`config.mk`:
```
export PLATFORM = sky130hd
export DESIGN_NAME = pwr_routing
export DESIGN_NICKNAME = d
export VERILOG_FILES = /design/src/pwr_pkg.sv /design/src/pwr_pin_drive.sv /design/src/pwr_routing.sv
export SDC_FILE = /design/constraint.sdc
export NUM_CORES = 1
export LEC_CHECK = 0
export BUFFER_PORTS_ARGS = -buffer_cell sky130_fd_sc_hd__clkbuf_2
export CORE_MARGIN = 5
export CORE_UTILIZATION = 50
export DETAILED_ROUTE_END_ITERATION = 6
export GPL_TIMING_DRIVEN = 0
export PLACE_DENSITY = 0.74
export SYNTH_ARGS = -nofsm -noshare
export SYNTH_HDL_FRONTEND = slang
export SYNTH_SLANG_ARGS = --single-unit
```
`constraint.sdc`:
```
create_clock -name clk -period 8.4 [get_ports clk]
set_input_delay 0.42 -clock clk [delete_from_list [all_inputs] [get_ports clk]]
set_output_delay 0.42 -clock clk [all_outputs]
set_load 0.03 [all_outputs]
```
`src/pwr_pkg.sv`:
```
package pwr_pkg;
   // Printed offsets are not all multiples of four, so they are register indices.
   localparam logic [15:0] P2_DATA_IDX   = 16'hf210;
   localparam logic [15:0] P2_CFGHI_IDX  = 16'hf212;
   localparam logic [15:0] P2_CFGLO_IDX  = 16'hf213;
   localparam logic [15:0] P2_FSEL_IDX   = 16'hf214;
   localparam logic [15:0] P3_DATA_IDX   = 16'hf218;
   localparam logic [15:0] P3_DIR_IDX    = 16'hf219;
   localparam logic [15:0] P3_CFGLO_IDX  = 16'hf21a;
   localparam logic [15:0] P3_CFGHI_IDX  = 16'hf21b;
   localparam logic [15:0] P3_FSELLO_IDX = 16'hf21c;
   localparam logic [15:0] P3_FSELHI_IDX = 16'hf21d;
   localparam int          ADDR_W        = 18;
   localparam int          PIN_BIT       = 4;
   localparam logic [7:0]  P3_IMPL_MASK  = 8'h3f;
   localparam logic [7:0]  P2_IMPL_MASK  = 8'h17;
   localparam logic [7:0]  REG_RESET     = 8'h00;
   localparam logic [1:0]  RESP_OKAY     = 2'h0;
   localparam logic [1:0]  RESP_SLVERR   = 2'h2;
   typedef enum logic [3:0] {
      PWR_P2D  = 4'h0,
      PWR_P2C1 = 4'h1,
      PWR_P2C0 = 4'h2,
      PWR_P2M  = 4'h3,
      PWR_P3D  = 4'h4,
      PWR_P3R  = 4'h5,
      PWR_P3C0 = 4'h6,
      PWR_P3C1 = 4'h7,
      PWR_P3M0 = 4'h8,
      PWR_P3M1 = 4'h9,
      PWR_NONE = 4'hf
   } pwr_sel_t;
   // Byte address to register select; shared by the read and write paths.
   function automatic pwr_sel_t pwr_decode(input logic [ADDR_W-1:0] a);
      logic [15:0] idx;
      idx = a[ADDR_W-1:2];
      if (a[1:0] != 2'h0) return PWR_NONE;
      case (idx)
         P2_DATA_IDX:   return PWR_P2D;
         P2_CFGHI_IDX:  return PWR_P2C1;
         P2_CFGLO_IDX:  return PWR_P2C0;
         P2_FSEL_IDX:   return PWR_P2M;
         P3_DATA_IDX:   return PWR_P3D;
         P3_DIR_IDX:    return PWR_P3R;
         P3_CFGLO_IDX:  return PWR_P3C0;
         P3_CFGHI_IDX:  return PWR_P3C1;
         P3_FSELLO_IDX: return PWR_P3M0;
         P3_FSELHI_IDX: return PWR_P3M1;
         default:       return PWR_NONE;
      endcase
   endfunction
endpackage

```
`src/pwr_pin_drive.sv`:
```
`timescale 1ns/1ps
module pwr_pin_drive
   import pwr_pkg::*;
(
   input  wire logic clk,
   input  wire logic rst,
   input  wire logic funcSel,
   input  wire logic cfgHi,
   input  wire logic cfgLo,
   input  wire logic dirIn,
   input  wire logic dataBit,
   input  wire logic pwmWave,
   output logic      pinOut,
   output logic      pinOeN,
   output logic      pwmActive
);
   logic driveOk;
   logic pinOut_r;
   logic pinOeN_r;
   assign driveOk = cfgHi && cfgLo && !dirIn;
   // The pin is registered so it cannot glitch while routing bits change.
   always_ff @(posedge clk or posedge rst) begin
      if (rst) begin
         pinOut_r <= 1'b0;
         pinOeN_r <= 1'b1;
      end else begin
         pinOut_r <= funcSel ? pwmWave : dataBit;
         pinOeN_r <= !driveOk;
      end
   end
   assign pinOut    = pinOut_r;
   assign pinOeN    = pinOeN_r;
   assign pwmActive = funcSel && driveOk;
endmodule

```
`src/pwr_routing.sv`:
```
// The AXI4-Lite slave port was left to the implementer.
`timescale 1ns/1ps
// Summary of operation
// - Port-3 pin 4 carries PWM when its high select is 1 and low 0.
// - Port-3 pin 4 drives push-pull when both config bits are 1, direction 0.
// - Port-3 pin 4 data bit is ignored while the PWM function is selected.
// - Port-2 pin 4 carries PWM when its function select bit is 1.
// - Port-2 pin 4 drives push-pull when both its config bits are 1.
// - Port-2 pin 4 data bit is ignored while the PWM function is selected.
module pwr_routing
   import pwr_pkg::*;
(
   input  wire logic              clk,
   input  wire logic              rst,
   input  wire logic [ADDR_W-1:0] s_axi_awaddr,
   input  wire logic              s_axi_awvalid,
   output logic                   s_axi_awready,
   input  wire logic [31:0]       s_axi_wdata,
   input  wire logic [3:0]        s_axi_wstrb,
   input  wire logic              s_axi_wvalid,
   output logic                   s_axi_wready,
   output logic [1:0]             s_axi_bresp,
   output logic                   s_axi_bvalid,
   input  wire logic              s_axi_bready,
   input  wire logic [ADDR_W-1:0] s_axi_araddr,
   input  wire logic              s_axi_arvalid,
   output logic                   s_axi_arready,
   output logic [31:0]            s_axi_rdata,
   output logic [1:0]             s_axi_rresp,
   output logic                   s_axi_rvalid,
   input  wire logic              s_axi_rready,
   input  wire logic              pulseWidthChannelZero,
   output logic                   port3Pin4Out,
   output logic                   port3Pin4OeN,
   output logic                   port2Pin4Out,
   output logic                   port2Pin4OeN,
   output logic [1:0]             pwmRouteStatus
);
   logic [7:0]        regFile_r [0:9];
   logic [ADDR_W-1:0] awAddr_r;
   logic              awHeld_r;
   logic [31:0]       wData_r;
   logic              wHeld_r;
   logic              bValid_r;
   logic [1:0]        bResp_r;
   logic              rValid_r;
   logic [31:0]       rData_r;
   logic [1:0]        rResp_r;
   logic              doWrite;
   pwr_sel_t          wSel;
   pwr_sel_t          rSel;
   logic              port3FuncSel;
   logic              port2FuncSel;
   logic              p3Active;
   logic              p2Active;

   // Write address and data are accepted independently, in either order.
   assign s_axi_awready = !awHeld_r && !bValid_r;
   assign s_axi_wready  = !wHeld_r && !bValid_r;
   assign doWrite       = awHeld_r && wHeld_r && !bValid_r;
   assign wSel          = pwr_decode(awAddr_r);

   always_ff @(posedge clk or posedge rst) begin
      if (rst) begin
         awHeld_r <= 1'b0;
         awAddr_r <= '0;
      end else if (s_axi_awvalid && s_axi_awready) begin
         awHeld_r <= 1'b1;
         awAddr_r <= s_axi_awaddr;
      end else if (doWrite) begin
         awHeld_r <= 1'b0;
      end
   end

   always_ff @(posedge clk or posedge rst) begin
      if (rst) begin
         wHeld_r <= 1'b0;
         wData_r <= '0;
      end else if (s_axi_wvalid && s_axi_wready) begin
         wHeld_r <= 1'b1;
         // Only byte lane 0 holds register data, so only its strobe matters.
         wData_r <= {24'h000000, s_axi_wstrb[0] ? s_axi_wdata[7:0] : 8'h00};
      end else if (doWrite) begin
         wHeld_r <= 1'b0;
      end
   end

   // The lane 0 strobe of a held write is lost otherwise, so keep it.
   logic wLane0_r;
   always_ff @(posedge clk or posedge rst) begin
      if (rst) begin
         wLane0_r <= 1'b0;
      end else if (s_axi_wvalid && s_axi_wready) begin
         wLane0_r <= s_axi_wstrb[0];
      end
   end

   always_ff @(posedge clk or posedge rst) begin
      if (rst) begin
         bValid_r <= 1'b0;
         bResp_r  <= RESP_OKAY;
      end else if (doWrite) begin
         bValid_r <= 1'b1;
         bResp_r  <= (wSel == PWR_NONE) ? RESP_SLVERR : RESP_OKAY;
      end else if (bValid_r && s_axi_bready) begin
         bValid_r <= 1'b0;
      end
   end
   assign s_axi_bvalid = bValid_r;
   assign s_axi_bresp  = bResp_r;

   // Port-2 registers only implement bits 4, 2, 1, 0; port-3 bits 5 to 0.
   always_ff @(posedge clk or posedge rst) begin
      if (rst) begin
         for (int i = 0; i < 10; i++) begin
            regFile_r[i] <= REG_RESET;
         end
      end else if (doWrite && wLane0_r && wSel != PWR_NONE) begin
         if (wSel <= PWR_P2M) begin
            regFile_r[wSel] <= wData_r[7:0] & P2_IMPL_MASK;
         end else begin
            regFile_r[wSel] <= wData_r[7:0] & P3_IMPL_MASK;
         end
      end
   end

   assign s_axi_arready = !rValid_r;
   assign rSel          = pwr_decode(s_axi_araddr);

   always_ff @(posedge clk or posedge rst) begin
      if (rst) begin
         rValid_r <= 1'b0;
         rData_r  <= '0;
         rResp_r  <= RESP_OKAY;
      end else if (s_axi_arvalid && s_axi_arready) begin
         rValid_r <= 1'b1;
         if (rSel == PWR_NONE) begin
            rData_r <= '0;
            rResp_r <= RESP_SLVERR;
         end else begin
            rData_r <= {24'h000000, regFile_r[rSel]};
            rResp_r <= RESP_OKAY;
         end
      end else if (rValid_r && s_axi_rready) begin
         rValid_r <= 1'b0;
      end
   end
   assign s_axi_rvalid = rValid_r;
   assign s_axi_rdata  = rData_r;
   assign s_axi_rresp  = rResp_r;

   // Tertiary function needs select pair 1,0; pair 1,1 is another function.
   assign port3FuncSel = regFile_r[PWR_P3M1][PIN_BIT] && !regFile_r[PWR_P3M0][PIN_BIT];
   assign port2FuncSel = regFile_r[PWR_P2M][PIN_BIT];

   pwr_pin_drive port3Drive (
      .clk       (clk),
      .rst       (rst),
      .funcSel   (port3FuncSel),
      .cfgHi     (regFile_r[PWR_P3C1][PIN_BIT]),
      .cfgLo     (regFile_r[PWR_P3C0][PIN_BIT]),
      .dirIn     (regFile_r[PWR_P3R][PIN_BIT]),
      .dataBit   (regFile_r[PWR_P3D][PIN_BIT]),
      .pwmWave   (pulseWidthChannelZero),
      .pinOut    (port3Pin4Out),
      .pinOeN    (port3Pin4OeN),
      .pwmActive (p3Active)
   );

   // Port 2 has no direction register, so its direction input is tied low.
   pwr_pin_drive port2Drive (
      .clk       (clk),
      .rst       (rst),
      .funcSel   (port2FuncSel),
      .cfgHi     (regFile_r[PWR_P2C1][PIN_BIT]),
      .cfgLo     (regFile_r[PWR_P2C0][PIN_BIT]),
      .dirIn     (1'b0),
      .dataBit   (regFile_r[PWR_P2D][PIN_BIT]),
      .pwmWave   (pulseWidthChannelZero),
      .pinOut    (port2Pin4Out),
      .pinOeN    (port2Pin4OeN),
      .pwmActive (p2Active)
   );

   logic [1:0] status_r;
   always_ff @(posedge clk or posedge rst) begin
      if (rst) begin
         status_r <= 2'h0;
      end else begin
         status_r <= {p2Active, p3Active};
      end
   end
   assign pwmRouteStatus = status_r;
endmodule

```
==> impl_metrics.env <==
export IMPL_cts_root_buf="clkbuf_16"
export IMPL_synth_area_top_cells="dfrtp_1 (52%), mux2_2 (14%), buf_4 (3.8%), o21ai_0 (3.2%), mux2i_1 (2.7%)"
export IMPL_cap_violations=0
export IMPL_hold_class="primary input to asynchronous set/reset pin"
export IMPL_yosysWarnings=0
export IMPL_final_cell_area_um2=7210
export IMPL_setup_viol=0
export IMPL_cts_htree_levels=4
export IMPL_num_vias=4316
export IMPL_worst_slew_pin_slew_ns=1.22
export IMPL_cts_setup_buffers=0
export IMPL_whs_ns=0.0225
export IMPL_rsz0062_at_grt="no"
export IMPL_final_core_util_pct=62.6
export IMPL_status="finished clean"
export IMPL_synthDistinctLibCells=54
export IMPL_gp_congestion=0.830
export IMPL_hpwlAfterDp_mm=9.77
export IMPL_dieWidth_um=119
export IMPL_fin_crit_sh_pct=29.4
export IMPL_remaining_drc_errors=0
export IMPL_maxSlewViolCount=0
export IMPL_r2r_end="regFile_r[11]"
export IMPL_period_minus_slack_ns=2.47
export IMPL_n_antenna_cell=0
export IMPL_cp_endpoint="regFile_r[11]"
export IMPL_netlist_top_cell_by_area="dfrtp_1"
export IMPL_cts_hold_buf=0
export IMPL_relSlewSlack_pct=18.1
export IMPL_powerDensity_nw_per_um2=258
export IMPL_finalSetupTns_ns=0
export IMPL_wl_mm=13.8
export IMPL_cts_buffers=17
export IMPL_ant_nets=0
export IMPL_clock_sinks=125
export IMPL_io_pins=127
export IMPL_placed_area_um2=6590
export IMPL_final_nets=714
export IMPL_synth_edf_count=0
export IMPL_wl_per_cell_um=17.5
export IMPL_fin_skew_ns=0.00697
export IMPL_fin_cells=789
export IMPL_grt_usage_pct=20.3
export IMPL_setup_ws_ns=5.93
export IMPL_placed_cells=758
export IMPL_core_region_area_um2=11500
export IMPL_crit_required_ns=8.70
export IMPL_end_kind="flip-flop"
export IMPL_p_leak_nw=3.64
export IMPL_synthCells=518
export IMPL_port_buffers=71
export IMPL_grt_ovfl_total=0
export IMPL_crit_path_start="s_axi_bvalid"
export IMPL_yosys_area_top_type_share_pct=51.9
export IMPL_crit_arrival_ns=2.76
export IMPL_area_delta_synth_final_pct=21.6
export IMPL_first_pass_iters=4
export IMPL_viasPerCell=5.47
export IMPL_ys_seq_elements=125
export IMPL_path_max_fanout=8
export IMPL_synthTopCellsByCount="dfrtp_1 (123), mux2_2 (72), nor2_1 (41)"
export IMPL_syn_area_per_cell_um2=11.4
export IMPL_grt_first_pass_wirelength_mm=22.5
export IMPL_post_place_ws_ns=5.63
export IMPL_ir_drop_mv=0.200
export IMPL_crit_reg2reg_launch="s_axi_bvalid"
export IMPL_dieArea_um2=14100
export IMPL_die_h_um=119
export IMPL_clk_latency_ns=0.42
export IMPL_ys_dominant_reg_cell="dfrtp_1"
export IMPL_drive_above_1_share_pct=35.8
export IMPL_cts_tree="yes"
export IMPL_worstSetupPathType="flip-flop to flip-flop"
export IMPL_drt_initial_drc_count=269
export IMPL_rrSetupSlack_ns=5.93
export IMPL_hold_viol_final=0
export IMPL_ys_seq_area_share_pct=52.8
export IMPL_timing_fmax_mhz=405
export IMPL_total_power_mw=1.86
export IMPL_start_util_pct=51.5
export IMPL_rows=39
export IMPL_grt_max_degree=76
export IMPL_synth_most_common_cell="dfrtp_1"
export IMPL_synthArstFlopShare_pct=100
export IMPL_antenna_found_initial=0
export IMPL_syn_area_um2=5930
export IMPL_grt_pass1_vias=4491
export IMPL_clkTransAtPathRegs_ns=0.05
export IMPL_reg2reg_depth=6
export IMPL_crit_path_start_kind="flip-flop"
export IMPL_clock_path_buffers=2
export IMPL_cts_resized=0
area by class of cell:
cell class	count	area (um2)
inverters	8	35.0
clock inverters	5	103
multi-input cells	361	2540
well taps	143	179
repair buffers	72	383
clock buffers	26	519
fillers	925	4300
plain buffers	49	319
flip-flops and latches	125	3130
power breakdown:
part	switching (mW)	leakage (nW)	internal [mW]
combinational	0.230	1.67	0.139
clock	0.251	0.303	0.512
sequential	0.0525	1.66	0.679
metal layers:
| layer | global-route usage [%] | vias to the layer above | wire (um) |
|---|---|---|---|
| met2 | 32.8 | 153 | 6680 |
| met4 | 9.49 | 0 | 381 |
| met3 | 6.73 | 20 | 889 |
| met1 | 24.8 | 2125 | 5840 |
| li1 | - | 2018 | - |
| met5 | 0 | - | 0 |
worst max-delay path, stage by stage, from the launching register on:
cell and delay, ns:
dfrtp_1 0.43, and3b_1 0.34, and3_1 0.25, and4_1 0.25, nand3_1 0.14, nor3_2 0.52, mux2_2 0.41
how the worst min path moves through the flow:
stage / from / endpoint / slack, ns / cells after the start
CTS: rst / s_axi_bvalid / 0.03 / 2
detailed placement: flip-flop / port2Drive.pinOeN / 0.45 / 1
global placement: flip-flop / port2Drive.pinOeN / 0.44 / 1
finish: rst / s_axi_bvalid / 0.02 / 2
floorplan: flip-flop / port2Drive.pinOeN / 0.40 / 1
global route: rst / s_axi_bvalid / 0.05 / 2
logic make-up (layout without fill, tap and decap cells):
kind of cell	Yosys count	in the layout	synth area share [%]
AOI/OAI and AO/OA	88	88	9.85
and+or+nand+nor	157	157	14.7
muxes	88	88	16.4
other	1	26	0.0632
xor gates and xnor gates	2	2	0.295
DFF	125	125	52.8
buffers and inverters	57	160	5.89
cell usage in the layout, fill, tap and decap left out, types with 4 or more instances in the layout:
cell / Yosys / layout
dfrtp_1: 123 / 123
mux2_2: 72 / 72
clkbuf_2: 0 / 71
nor2_1: 41 / 41
o21ai_0: 38 / 38
nand2_1: 33 / 33
buf_4: 30 / 30
conb_1: 1 / 26
and2_1: 20 / 20
a21oi_1: 20 / 20
clkbuf_16: 0 / 17
clkbuf_1: 13 / 16
mux2i_1: 16 / 16
nand3_1: 12 / 12
nor2b_1: 10 / 10
a2111oi_0: 8 / 8
o221a_2: 8 / 8
inv_1: 8 / 7
clkbuf_8: 0 / 6
nand2b_1: 5 / 5
and4_1: 4 / 4
nand4_1: 4 / 4
No activity file was read; power rests on OpenSTA's default activity.
